==> src/hdl/host_pins_pkg.sv <==
// Constants and carriers for the acknowledge-style host bus pin block
package host_pins_pkg;
    localparam int DATA_W = 8;
    localparam int ADDR_W = 4;
    localparam int IN_PORT_W = 7;
    localparam int OUT_PORT_W = 8;
    localparam int IRQ_W = 8;
    // Input port pin assignments
    localparam int IP_CTS_A = 0;
    localparam int IP_CTS_B = 1;
    localparam int IP_CT_CLK = 2;
    localparam int IP_TXC_A = 3;
    localparam int IP_RXC_A = 4;
    localparam int IP_TXC_B = 5;
    localparam int IP_RXC_B = 6;
    // Interrupt status bit positions driven onto output pins 4 to 7
    localparam int ISR_TX_A = 0;
    localparam int ISR_RX_A = 1;
    localparam int ISR_TX_B = 4;
    localparam int ISR_RX_B = 5;
    // Reset values
    localparam logic [7:0] REG_CLEAR = 8'h00;
    localparam logic [7:0] VECTOR_RESET = 8'h0f;
    // Output pin 2 function codes
    localparam logic [1:0] OP2_GPIO = 2'h0;
    localparam logic [1:0] OP2_TX16 = 2'h1;
    localparam logic [1:0] OP2_TX1 = 2'h2;
    localparam logic [1:0] OP2_RX1 = 2'h3;
    // Output pin 3 function codes
    localparam logic [1:0] OP3_GPIO = 2'h0;
    localparam logic [1:0] OP3_CT = 2'h1;
    localparam logic [1:0] OP3_TXB1 = 2'h2;
    localparam logic [1:0] OP3_RXB1 = 2'h3;

    // Host request as seen after synchronisation
    typedef struct packed {
        logic chip_select_n;
        logic read_write_select;
        logic irq_ack_in_n;
        logic [ADDR_W-1:0] addr;
    } host_req_s;

    // Output port function selection
    typedef struct packed {
        logic [1:0] op2_sel;
        logic [1:0] op3_sel;
        logic [3:0] irq_pin_en;
        logic rts_a_en;
        logic rts_b_en;
    } port_func_s;
endpackage : host_pins_pkg

==> src/hdl/host_bus_pins.sv <==
// Host bus handshake, vector, interrupt and port pin muxing for the dual serial controller
//
// Overview of operation
// - Data bus drives only in a read with chip select low or in an interrupt acknowledge cycle.
// - Transfer acknowledge goes low in every read, write or vector cycle.
// - Interrupt acknowledge puts the vector on the bus and asserts acknowledge.
// - Open-drain interrupt request pulls low while any unmasked condition is true.
// - Reset clears status, mask and port registers and parks outputs high.
// - Serial characters shift least significant bit first both ways.
// - Transmit output sits at mark when disabled, idle or in local loopback.
// - External transmit clock: serial data changes on its falling edge.
// - External receive clock: serial data sampled on its rising edge.
// - Input pins 0 and 1 are plain inputs or clear-to-send for A and B.
// - Input pin 2 is a plain input or the counter external clock.
// - Input pins 3 to 6 are plain inputs or the four external serial clocks.
// - Output pins 0 and 1 are plain outputs or request-to-send, auto-droppable.
// - Output pin 2 is plain, A transmit 1x or 16x clock, or A receive 1x clock.
// - Output pin 3 is plain, open-drain timer output, or B 1x clock.
// - Output pins 4 to 7 are plain or open-drain interrupt outputs.
// - Bus strap high or open selects this acknowledge-style bus.
// - Write completes and data is captured at acknowledge low or chip select high.
// - Acknowledge floats once chip select or interrupt acknowledge returns high.
`timescale 1ns/1ps
`default_nettype none
module host_bus_pins
    import host_pins_pkg::*;
#(
    parameter int SYNC_STAGES = 2
) (
    // Clock and reset
    input wire logic core_clk,
    input wire logic rst,
    input wire logic reset_in_n,
    input wire logic bus_mode_strap,
    // Host bus
    input wire logic chip_select_n,
    input wire logic read_write_select,
    input wire logic irq_ack_in_n,
    input wire logic [ADDR_W-1:0] addr,
    input wire logic [DATA_W-1:0] data_in,
    output logic [DATA_W-1:0] data_out,
    output logic data_oe,
    output logic transfer_ack_n_out,
    output logic transfer_ack_n_oe,
    output logic irq_request_n_out,
    output logic irq_request_n_oe,
    // Core register side
    output logic wr_strobe,
    output logic rd_strobe,
    output logic [ADDR_W-1:0] reg_addr,
    output logic [DATA_W-1:0] wr_data,
    input wire logic [DATA_W-1:0] rd_data,
    input wire logic [DATA_W-1:0] irq_vector,
    // Interrupt state
    input wire logic [IRQ_W-1:0] irq_status_reg,
    input wire logic [IRQ_W-1:0] irq_mask_reg,
    // Port configuration
    input wire logic [OUT_PORT_W-1:0] out_port_value_reg,
    input wire port_func_s out_port_function_reg,
    input wire logic rts_a_auto_drop,
    input wire logic rts_b_auto_drop,
    input wire logic tx_a_clk16,
    input wire logic tx_a_clk1,
    input wire logic rx_a_clk1,
    input wire logic tx_b_clk1,
    input wire logic rx_b_clk1,
    input wire logic ct_output,
    // Port pins
    input wire logic [IN_PORT_W-1:0] in_port,
    output logic [OUT_PORT_W-1:0] out_port_out,
    output logic [OUT_PORT_W-1:0] out_port_oe,
    // Decoded input port functions
    output logic chan_a_clear_to_send_n,
    output logic chan_b_clear_to_send_n,
    output logic ct_ext_clock,
    output logic chan_a_transmit_ext_clock,
    output logic chan_a_receive_ext_clock,
    output logic chan_b_transmit_ext_clock,
    output logic chan_b_receive_ext_clock,
    output logic [IN_PORT_W-1:0] in_port_value,
    output logic bus_mode_ack
);

    typedef enum logic [3:0] {
        ST_IDLE = 4'b0001,
        ST_WAIT = 4'b0010,
        ST_ACK = 4'b0100,
        ST_HOLD = 4'b1000
    } bus_state_e;

    host_req_s sync_stage [SYNC_STAGES];
    host_req_s req;
    host_req_s next_req;
    bus_state_e state;
    bus_state_e next_state;
    logic [DATA_W-1:0] data_out_q;
    logic [DATA_W-1:0] next_data_out;
    logic [DATA_W-1:0] wr_data_q;
    logic [DATA_W-1:0] next_wr_data;
    logic [DATA_W-1:0] held_data;
    logic [DATA_W-1:0] next_held_data;
    logic data_oe_q;
    logic next_data_oe;
    logic wr_strobe_q;
    logic next_wr_strobe;
    logic rd_strobe_q;
    logic next_rd_strobe;
    logic [ADDR_W-1:0] reg_addr_q;
    logic [ADDR_W-1:0] next_reg_addr;
    logic is_write;
    logic cycle_req;
    logic any_reset;
    logic bus_mode;
    logic next_bus_mode;

    // Chip reset pin and core reset both park the block
    assign any_reset = rst | ~reset_in_n;

    // Strap caught by a clock edge, never loaded by the reset itself
    always_comb begin
        next_bus_mode = bus_mode_strap;
    end
    always_ff @(posedge core_clk) begin
        bus_mode <= next_bus_mode;
    end
    assign bus_mode_ack = bus_mode;

    // Synchroniser: only the last stage is decoded
    always_comb begin
        next_req = '{chip_select_n, read_write_select, irq_ack_in_n, addr};
    end
    always_ff @(posedge core_clk) begin
        if (any_reset) begin
            for (int i = 0; i < SYNC_STAGES; i++) begin
                sync_stage[i] <= '{1'b1, 1'b1, 1'b1, '0};
            end
        end else begin
            sync_stage[0] <= next_req;
            for (int i = 1; i < SYNC_STAGES; i++) begin
                sync_stage[i] <= sync_stage[i-1];
            end
        end
    end
    assign req = sync_stage[SYNC_STAGES-1];

    assign is_write = ~req.read_write_select & req.irq_ack_in_n;
    // Strap low selects the other bus style; this block then stays silent
    assign cycle_req = bus_mode & (~req.chip_select_n | ~req.irq_ack_in_n);

    // Bus cycle sequencing: one wait cycle for read data, then acknowledge
    always_comb begin
        next_state = state;
        next_data_out = data_out_q;
        next_data_oe = data_oe_q;
        next_wr_data = wr_data_q;
        next_held_data = chip_select_n ? held_data : data_in; // A write may end on select rising
        next_wr_strobe = 1'b0;
        next_rd_strobe = 1'b0;
        next_reg_addr = reg_addr_q;
        case (state)
            ST_IDLE: begin
                if (cycle_req) begin
                    next_reg_addr = req.addr;
                    next_rd_strobe = ~req.chip_select_n & req.read_write_select & req.irq_ack_in_n;
                    next_state = ST_WAIT;
                end
            end
            ST_WAIT: begin
                if (!cycle_req) begin
                    next_state = ST_IDLE;
                end else begin
                    if (!req.irq_ack_in_n) begin
                        next_data_out = irq_vector;
                        next_data_oe = 1'b1;
                    end else if (req.read_write_select) begin
                        next_data_out = rd_data;
                        next_data_oe = 1'b1;
                    end else begin
                        next_wr_data = held_data;
                        next_wr_strobe = 1'b1;
                    end
                    next_state = ST_ACK;
                end
            end
            ST_ACK: begin
                next_state = cycle_req ? ST_HOLD : ST_IDLE;
                next_data_oe = cycle_req & data_oe_q;
            end
            ST_HOLD: begin
                if (!cycle_req) begin
                    next_state = ST_IDLE;
                end
            end
            default: next_state = ST_IDLE;
        endcase
        // Host dropping select mid-cycle ends any drive at once
        if (!cycle_req) begin
            next_data_oe = 1'b0;
        end
    end
    always_ff @(posedge core_clk) begin
        if (any_reset) begin
            state <= ST_IDLE;
            data_out_q <= REG_CLEAR;
            data_oe_q <= 1'b0;
            wr_data_q <= REG_CLEAR;
            held_data <= REG_CLEAR;
            wr_strobe_q <= 1'b0;
            rd_strobe_q <= 1'b0;
            reg_addr_q <= '0;
        end else begin
            state <= next_state;
            data_out_q <= next_data_out;
            data_oe_q <= next_data_oe;
            wr_data_q <= next_wr_data;
            held_data <= next_held_data;
            wr_strobe_q <= next_wr_strobe;
            rd_strobe_q <= next_rd_strobe;
            reg_addr_q <= next_reg_addr;
        end
    end

    assign data_out = data_out_q;
    // Raw chip select also gates drive so the bus floats without sync delay
    assign data_oe = data_oe_q & ~chip_select_n | data_oe_q & ~irq_ack_in_n;
    assign wr_data = wr_data_q;
    assign wr_strobe = wr_strobe_q;
    assign rd_strobe = rd_strobe_q;
    assign reg_addr = reg_addr_q;

    // Acknowledge is low when driven; the wire floats once the host lets go
    assign transfer_ack_n_out = 1'b0;
    assign transfer_ack_n_oe = (state == ST_ACK || state == ST_HOLD) &
        (~chip_select_n | ~irq_ack_in_n);

    // Interrupt request is open drain
    assign irq_request_n_out = 1'b0;
    assign irq_request_n_oe = ~any_reset & |(irq_status_reg & irq_mask_reg);

    // Input port decoding; every pin also reads back as a plain input
    assign in_port_value = in_port;
    assign chan_a_clear_to_send_n = in_port[IP_CTS_A];
    assign chan_b_clear_to_send_n = in_port[IP_CTS_B];
    assign ct_ext_clock = in_port[IP_CT_CLK];
    assign chan_a_transmit_ext_clock = in_port[IP_TXC_A];
    assign chan_a_receive_ext_clock = in_port[IP_RXC_A];
    assign chan_b_transmit_ext_clock = in_port[IP_TXC_B];
    assign chan_b_receive_ext_clock = in_port[IP_RXC_B];

    // Output port muxing; the value register holds the inverse of the pin
    logic [OUT_PORT_W-1:0] next_port_out;
    logic [OUT_PORT_W-1:0] next_port_oe;
    logic [OUT_PORT_W-1:0] port_out_q;
    logic [OUT_PORT_W-1:0] port_oe_q;
    localparam int IRQ_BIT [4] = '{ISR_RX_A, ISR_RX_B, ISR_TX_A, ISR_TX_B};

    always_comb begin
        next_port_out = ~out_port_value_reg;
        next_port_oe = '1;
        if (out_port_function_reg.rts_a_en) begin
            next_port_out[0] = ~out_port_value_reg[0] | rts_a_auto_drop;
        end
        if (out_port_function_reg.rts_b_en) begin
            next_port_out[1] = ~out_port_value_reg[1] | rts_b_auto_drop;
        end
        case (out_port_function_reg.op2_sel)
            OP2_TX16: next_port_out[2] = tx_a_clk16;
            OP2_TX1: next_port_out[2] = tx_a_clk1;
            OP2_RX1: next_port_out[2] = rx_a_clk1;
            default: next_port_out[2] = ~out_port_value_reg[2];
        endcase
        case (out_port_function_reg.op3_sel)
            OP3_CT: begin
                next_port_out[3] = 1'b0;
                next_port_oe[3] = ~ct_output;
            end
            OP3_TXB1: next_port_out[3] = tx_b_clk1;
            OP3_RXB1: next_port_out[3] = rx_b_clk1;
            default: next_port_out[3] = ~out_port_value_reg[3];
        endcase
        for (int k = 0; k < 4; k++) begin
            if (out_port_function_reg.irq_pin_en[k]) begin
                next_port_out[4+k] = 1'b0;
                next_port_oe[4+k] = irq_status_reg[IRQ_BIT[k]];
            end
        end
    end
    always_ff @(posedge core_clk) begin
        if (any_reset) begin
            port_out_q <= '1;
            port_oe_q <= '1;
        end else begin
            port_out_q <= next_port_out;
            port_oe_q <= next_port_oe;
        end
    end
    assign out_port_out = port_out_q;
    assign out_port_oe = port_oe_q;
endmodule : host_bus_pins
`default_nettype wire

==> config.mk <==
export PLATFORM = sky130hd
export DESIGN_NAME = host_bus_pins
export DESIGN_NICKNAME = d
export VERILOG_FILES = /design/src/hdl/host_pins_pkg.sv /design/src/hdl/host_bus_pins.sv
export SDC_FILE = /design/constraint.sdc
export NUM_CORES = 1
export LEC_CHECK = 0
export BUFFER_PORTS_ARGS = -buffer_cell sky130_fd_sc_hd__buf_2
export CORE_MARGIN = 4
export CORE_UTILIZATION = 32
export CTS_BUF_LIST = sky130_fd_sc_hd__clkbuf_4
export CTS_CLUSTER_SIZE = 28
export DETAILED_ROUTE_END_ITERATION = 8
export PLACE_DENSITY = 0.65
export SETUP_SLACK_MARGIN = 0.15
export SYNTH_ARGS = -nofsm -noshare
export SYNTH_HDL_FRONTEND = slang
export SYNTH_SLANG_ARGS = --single-unit
==> constraint.sdc <==
create_clock -name core_clk -period 3.3 [get_ports core_clk]
set_input_delay 0.33 -clock core_clk [delete_from_list [all_inputs] [get_ports core_clk]]
set_output_delay 0.33 -clock core_clk [all_outputs]
set_load 0.01 [all_outputs]
* Word level (Yosys, flattened, before mapping)
Memory sizes are Yosys's and may differ from the RTL's. Cells that the tools add are included.
Operators by class: eq/ne operators 14, muxes and demuxes 24, bitwise operators 38, reductions and logical operators 16
Operators by type and width (count):
- inverter 1 bit | 20
- 2-to-1 mux 8 bit | 2
- case mux 4 bit (4 select lines) | 1
- 2-to-1 mux 7 bit | 2
- 2-to-1 mux 1 bit | 12
- 2-to-1 mux 4 bit | 3
- OR reduction 2 bit | 6
- AND 1 bit | 8
- AND 8 bit | 1
- equality test 2 bit (second input constant) | 4
- inverter 8 bit | 1
- bitwise OR 1 bit | 8
- OR reduction 8 bit | 1
- case mux 1 bit (3 select lines) | 2
- AND reduction 2 bit | 3
- equality test 2 x 1 -> 1 bit (second input constant) | 2
- equality test 4 x 1 -> 1 bit (second input constant) | 1
- equality test 4 x 2 -> 1 bit (second input constant) | 1
- equality test 4 x 3 -> 1 bit (second input constant) | 1
- equality test 4 bit (second input constant) | 1
- inequality test 2 bit (second input constant) | 2
- AND reduction 4 bit | 1
- OR reduction 4 bit | 1
- 2-to-1 mux 3 bit | 1
- other kinds (7) | 7
Storage, ports and cells: memory bits (writable) 14, logic and storage cells 109, flip-flop bits (word level) 52, memories kept 1, output and inout bits 58
Memories:
- sync_stage | depth 2, width 7, read ports 2, clocked after memory_dff 0, wr ports 2, RTL line host_bus_pins.sv:91 | host_req_s sync_stage [SYNC_STAGES];

* Longest topological paths before layout
Gate-level depths: netlist (run 1). An unclocked memory read counts as a cell.
depth in word-level cells 6, mapped depth 5, mapped depth without buffers 3

* Worst setup path after synthesis (run 1)
Ideal clock, no wire load.
path kind reg-to-reg, from register state[2], to register data_out_q[3] (netlist: data_out[3]), arrival 1.380 ns, stages on the path, launching flop included 5, slack 1.773 ns, data required time 3.153 ns, library setup time 0.147 ns, cells stage by stage dfxtp_1 > buf_6 > or4b_1 > nor2_1 > a221oi_1
On the way: longest elaborated chain between the ends 2
RTL lines:
- start, declared | RTL line host_bus_pins.sv:94 | bus_state_e state;
- start signal, assigned | RTL line host_bus_pins.sv:212 | state <= next_state;
- equality test 4 x 2 -> 1 bit | RTL line host_bus_pins.sv:160 | case (state)
- AND reduction 3 bit (no source line)
- end signal, assigned | RTL line host_bus_pins.sv:213 | data_out_q <= next_data_out;
- end, declared | RTL line host_bus_pins.sv:96 | logic [DATA_W-1:0] data_out_q;
No other way between the ends. A chain may end at the register's enable or synchronous reset.

* Worst setup path after layout (run 1)
from register state[2], to output transfer_ack_n_oe
On the way: longest elaborated chain between the ends 3, elaborated cells between the ends (all ways) 4, those cells by class 2 x eq/ne; 1 x bitwise; 1 x reduce/logical
RTL lines:
- equality test 4 x 3 -> 1 bit or equality test 4 bit (tied branches) | RTL line host_bus_pins.sv:233 | assign transfer_ack_n_oe = (state == ST_ACK || state == ST_HOLD) &
- logical OR 1 bit (*) | RTL line host_bus_pins.sv:233
- AND 1 bit (*) | RTL line host_bus_pins.sv:233
- end, declared | RTL line host_bus_pins.sv:44 | output logic transfer_ack_n_oe,
Every way passes the cells marked *; elsewhere a longest branch is shown, timed or not.

==> results of run 1 <==
-- power by group through the flow --
stage	logic, µW	registers [µW]	clock network [µW]
floorplan	68.0	801	0
global placement	108	799	0
detailed placement	110	800	0
CTS	110	782	432
global route	123	785	468
finish	109	782	415
-- path summary, 6_finish.rpt --
path | startpoint | end | slack [ns] | depth (start not counted)
worst min-delay path | out_port_value_reg[7] | out_port_out[7] | 0.10 | 2
worst max-delay path | state[2] | transfer_ack_n_oe | 1.30 | 4
worst max register to register | state[2] | data_out[3] | 1.38 | 3
worst min register to register | sync_stage[0][6] | sync_stage[0][13] | 0.41 | 1
-- Yosys cell counts (2+ instances only) --
| cell type | instances | area share, % |
|---|---|---|
| a21oi_1 | 14 | 2.8 |
| a221oi_1 | 8 | 2.8 |
| a22oi_1 | 4 | 1.2 |
| and2_1 | 8 | 2.0 |
| buf_4 | 19 | 5.8 |
| clkbuf_1 | 10 | 1.5 |
| conb_1 | 2 | 0.30 |
| dfxtp_1 | 63 | 51 |
| inv_1 | 10 | 1.5 |
| mux2i_1 | 8 | 3.3 |
| nand2_1 | 5 | 0.76 |
| nand2b_1 | 9 | 2.3 |
| nand3_1 | 14 | 2.8 |
| nand3b_1 | 11 | 3.4 |
| nor2_1 | 13 | 2.0 |
| o21ai_0 | 24 | 4.9 |
-- logic make-up after synthesis --
group | after synthesis
mux | 10
simple gates | 74
other cells | 2
xor+xnor | 2
compound gates | 58
flops | 63
buf+inv | 43
-- metal layers --
layer | up-vias | part of all wire (%) | global-route usage (%)
li1 | 1061 | - | -
met1 | 940 | 41 | 15.0
met2 | 75 | 49 | 21.5
met3 | 8 | 8.1 | 4.14
met4 | 0 | 1.9 | 7.82
met5 | - | 0 | 0
-- sequential cells by signal, indices dropped and copies added (netlist names) --
name / count
out_port_oe: 5
sync_stage: 14
out_port_out: 8
wr_strobe: 1
held_data: 8
state: 4
data_out: 8
bus_mode_ack: 1
reg_addr: 4
data_oe_q: 1
wr_data: 8
rd_strobe: 1
-- cell type report --
| class | instances | area, µm² | share of cell area, % |
|---|---|---|---|
| Clock buffer | 10 | 75.1 | 2.42 |
| Clock inverter | 5 | 26.3 | 0.846 |
| Inverter | 10 | 37.5 | 1.21 |
| Multi-Input combinational cell | 149 | 972 | 31.3 |
| Sequential cell | 63 | 1260 | 40.6 |
| Tap cell | 99 | 124 | 3.99 |
| Timing Repair Buffer | 119 | 608 | 19.6 |
-- through the flow --
step / setup WS, ns / std cells / instance area [µm²] / hold slack [ns] / total power [µW]
after floorplan: 1.77 / 255 / 2470 / 0.358 / 869
after global placement: 1.47 / 439 / 2990 / 0.392 / 907
after detailed placement: 1.36 / 439 / 2990 / 0.391 / 910
after CTS: 1.27 / 454 / 3090 / 0.00515 / 1320
after global routing: 1.20 / 455 / 3100 / 0.0729 / 1380
final: 1.30 / 455 / 3100 / 0.104 / 1310
-- timing repair --
action | CTS | global route
endpoints found under the hold margin | 0 | 1
hold buffers | 0 | 1
resized for setup | 0 | 0
==> run metrics, run 1 <==
outcome finished, final reports clean; Slew headroom between 40% and 50%; Post-CTS Setup Inserts 0; post-synthesis xor/xnor area fraction 0.711%; Net Sw Frac 24.3%; Clock Skew about 0.016 ns; Worst-path clk slew roughly 0.10 ns; Horiz. Die Dim ~96 µm; Total Routing Usage GR a little over an eighth; Die ar. ~9200 µm²; Post-Synth Simple-Gate Area a little under a fifth; H-Tree Depth 3; fin crit share between 60% and 70%; drt first pass iters 4; Fin. Hold Viols 0; largest family of logic cells by synthesized area simple AND/OR/NAND/NOR gates; first-pass GRT wire length 9150 µm; Ys Warns 0; Synth cell types 46; Worst setup EP type primary output; routability congestion estimate 0.787; Compound-Gate Fraction of Synth Area ~14%; Num CTS Buffers 9; clock sinks 63; fill count approximately 770; vias in the first global route approximately 2000; leakage power ~0.0013 µW; Crit path largest cell delay just over 0.5 ns; HPWL after DPL ~4500 µm; Worst-Skew Late Latency 0.40 ns; mux cell area share after synthesis under 10%; top_reg_cell synth dfxtp_1; Seq pwr share roughly 60%; combinational share of power between 8 and 9%; initial antenna violation count 0; CP Max Fanout 8; setup TNS 0 ns; largest net degree at the start of global routing 30; initial cell density of the core 33.4%; Syn Inst Count between 200 and 300; core box area between 7000 and 8000 µm²; critical path class reg2out; final core occ between 40 and 50%; Hold Crit Class in2reg; Avg Vias per Cell around 4.6; Clk pwr share approximately a third; CP Launch Type flip-flop; worst-path cell chain xnor2_1 -> or3_1 -> a21oi_1 -> buf_2; final WL slightly below 6000 µm; Post-synth EDFFs 0; DIE HEIGHT approximately 96 µm; drt initial violations a little over 100; clk buf depth 2; boundary pin count 142; Post-DRT Antenna Nets 0; FF+latch count, synth between 60 and 70; clock tree root buffer cell clkbuf_4; most common cell after layout, fill and taps aside buf_2; Buf/Inv on CP 1; Setup Viol. Count Final 0; Port Buffers ~120; Psw ~320 µW; Worst EP arrival roughly 1.7 ns; FMAX 499 MHz; RSZ-0062 raised after global routing no; worst-margin pin slew about 0.84 ns; commonest cells after routing, fill and taps aside buf_2, dfxtp_1, o21ai_0; WL/cell ~13 µm; fin. max-slew vios 0; max-cap violation count 0; Vias around 2100; fraction of registers with async set/reset 0%; Antenna Cells 0; DRC viols 0; Post-Synthesis Cell Area between 2000 and 2500 µm²; Slowest-stage cell, CP dfxtp_1; Area Growth Syn to Fin 26.1%; layout cell share with drive strength beyond 1 between 30% and 40%; Internal approximately 1000 µW; Seq/Total Area, Yosys between 50% and 60%; placement row count 31; power per cell area 421 nW/µm²; CP Data Required Time about 3 ns; Max VDD drop around 150 µV; crit-path leading delay family flip-flops; grt total ovfl 0; CTS tree done; Min Clock Period, post-route 2.00 ns; area share of fa/ha/maj cells after synthesis 0%; nets 436; syn_area_per_cell ~9.8 µm²
No activity file was read; power rests on OpenSTA's default activity.
==> run 2, diff against run 1 <==
ABC_AREA = 1   (was default)
PLACE_DENSITY = 0.64   (was 0.65)
clock period = 2.05 ns   (was 3.3 ns; I/O delays follow)
==> run metrics, run 2 <==
layout cell share with drive strength beyond 1 31.8% (-7.2 points); Post-synth top cells dfxtp_1, nor2_1, nand2_1; Avg Vias per Cell 4.35 (-5.1%); commonest cells after routing, fill and taps aside buf_2, dfxtp_1, nor2_1; CP Max Fanout 2 (-6); Setup Viol. Count Final 0 (unchanged); Crit path largest cell delay 0.52 ns (about the same); Finished Cell Area 3520 µm² (+14%); Post-DRT Antenna Nets 0 (unchanged); drt first pass iters 4 (unchanged); vias in the first global route 2238 (+12%); CP Launch Type input pin; WL/cell 11.3 µm (-13%); Worst setup EP type primary output; Max VDD drop 267 µV (+74%); Ys Warns 0 (unchanged); Clock Skew 0.0147 ns (-0.00127 ns); max-cap violation count 0 (unchanged); routability congestion estimate 0.829 (+5.3%); drt initial violations 38 (-63%); worst-path cell chain dlygate4sd3_1 -> buf_2 -> nand2_1 -> nand4_1 -> nor2_1 -> nor2_1 -> buf_2; placed inst area 3090 µm² (+3.2%); CTS resizes 0 (unchanged); combinational share of power 9.6% (+1.2 points); FF+latch count, synth 63 (unchanged); Worst-path clk slew 0.08 ns (-0.02 ns); post-route setup slack 0.471 ns (-0.826 ns); top_reg_cell synth dfxtp_1; Num CTS Buffers 9 (unchanged); Psw 538 µW (+70%); Slew headroom 61.6% (+18 points); FMAX around 630 MHz; initial cell density of the core 33.2% (-0.26 points); Setup crit end irq_request_n_oe; Post-CTS Setup Inserts 0 (unchanged); H-Tree Depth 3 (unchanged); outcome finished, final reports clean; power per cell area 688 nW/µm² (+64%); RR Endpoint data_out[1]; Most flops, register sync_stage; Synth area leaders dfxtp_1, nor2_1, nand2_1; fraction of registers with async set/reset 0% (unchanged); Total Routing Usage GR 13.4% (+0.22 points); RSZ-0062 raised after global routing no; Syn Inst Count 330 (+31%); hold wc startpoint irq_ack_in_n; Post-Synthesis Cell Area 2570 µm² (+4.6%); cell taking the most area after synthesis dfxtp_1; Post-synth EDFFs 0 (unchanged); CTS tree done; Die ar. 9550 µm² (+4.2%); r2r startpoint sync_stage[0][11]; core box area 7770 µm² (+5.4%); Worst EP arrival 1.37 ns (-0.30 ns); Worst-Skew Late Latency 0.39 ns (about the same); grt total ovfl 0 (unchanged); Synth cell types 26 (-43%); Hold Crit Class in2reg; setup TNS 0 ns (unchanged); clock sinks 63 (unchanged); placement row count 32 (+3.2%); final core occ 45.4% (+3.2 points); fin crit share 77.0%; Min Clock Period, post-route between 1.5 and 2 ns; leakage power 0.00161 µW (+20%); hold_ws 0.0415 ns (-0.0622 ns); syn_area_per_cell 7.80 µm² (-20%); Fin. Hold Viols 0 (unchanged); Vias 2452 (+18%); count leader, synth dfxtp_1; fin. max-slew vios 0 (unchanged); Port Buffers 115 (unchanged); Buf/Inv on CP 3 (+2); initial antenna violation count 1 (+1); Slowest-stage cell, CP dlygate4sd3_1; most common cell after layout, fill and taps aside buf_2; Seq/Total Area, Yosys 49.0% (-2.2 points); Internal 1890 µW (+91%); crit-path leading delay family buffers and inverters; worst reg2reg path depth 6 (+3); Area Growth Syn to Fin 36.8%; Placement Setup Slack 0.554 ns (-0.810 ns); clk buf depth 2 (unchanged); crit path from irq_status_reg[4]; CP Data Required Time 1.85 ns (-1.12 ns); clock tree root buffer cell clkbuf_4; Yosys top cell area share 49.0% (-2.2 points); final WL 6380 µm (+8.3%); first-pass GRT wire length 10100 µm (+11%); worst-margin pin slew 0.575 ns (-0.266 ns); DIE HEIGHT 97.7 µm (+2.1%); Antenna Cells 0 (unchanged); boundary pin count 142 (unchanged); Clk pwr share 38.5% (+6.8 points); r2r setup slk 0.52 ns (-0.86 ns); Horiz. Die Dim 97.7 µm (+2.1%); critical path class in2out; max reg flops 14 (unchanged); Net Sw Frac 22.2% (-2.1 points); nets 541 (+24%); Seq pwr share 51.9% (-8.0 points); DRC viols 0 (unchanged); HPWL after DPL 4550 µm (+1.3%); largest net degree at the start of global routing 43 (+43%); Hold Buf Count CTS 28 (+28); WP depth 7 (+3)
## run 2: metrics by stage
stage | power [µW] | instances
after global placement | 1480 | 520
after global routing | 2550 | 564
final | 2420 | 564
after detailed placement | 1480 | 520
after floorplan | 1420 | 333
after CTS | 2460 | 564
## run 2: worst min path at each step
stage / endpoint / depth (start not counted)
3_3_place_gp: bus_mode_ack / 1
5_1_grt: sync_stage[0][4] / 2
2_1_floorplan: bus_mode_ack / 0
6_report: sync_stage[0][4] / 2
4_1_cts: sync_stage[0][4] / 2
3_5_place_dp: bus_mode_ack / 1
## run 2: worst register-to-register path: cells and delay by family (launching register included)
kind	cells	cell delay (ns)
DFF	1	0.48
buffers and inverters	1	0.28
and+or+nand+nor	5	0.68
## run 2: cells by family (layout without fill, tap and decap cells)
group / after synthesis / count (layout) / share of synthesized area (%)
other: 2 / 5 / 0.292
AO/OA/AOI/OAI: 51 / 51 / 10.3
flip-flops: 63 / 63 / 49.0
AND/OR/NAND/NOR: 143 / 143 / 26.5
buffers and inverters: 71 / 200 / 13.9
## run 2: routing by layer
layer	part of all wire [%]	track usage (%)
met1	40	14.5
met3	10	7.11
met5	0.19	0
met2	47	21.9
met4	1.5	5.54
## run 2: layout make-up
| cell class | instances | area, µm² |
|---|---|---|
| flip-flops and latches | 63 | 1260 |
| repair buffers | 144 | 863 |
| clock inverters | 5 | 72.6 |
| multi-input cells | 199 | 966 |
| clock buffers | 11 | 82.6 |
| well taps | 102 | 128 |
| inverters | 40 | 150 |
| fillers | 797 | 4240 |
## run 2: power by group through the flow
stage / clock network, µW / registers [µW] / logic [µW]
floorplan: 0 / 1290 / 125
global placement: 0 / 1290 / 194
detailed placement: 0 / 1290 / 197
CTS: 971 / 1260 / 232
global route: 1030 / 1260 / 263
finish: 933 / 1260 / 233
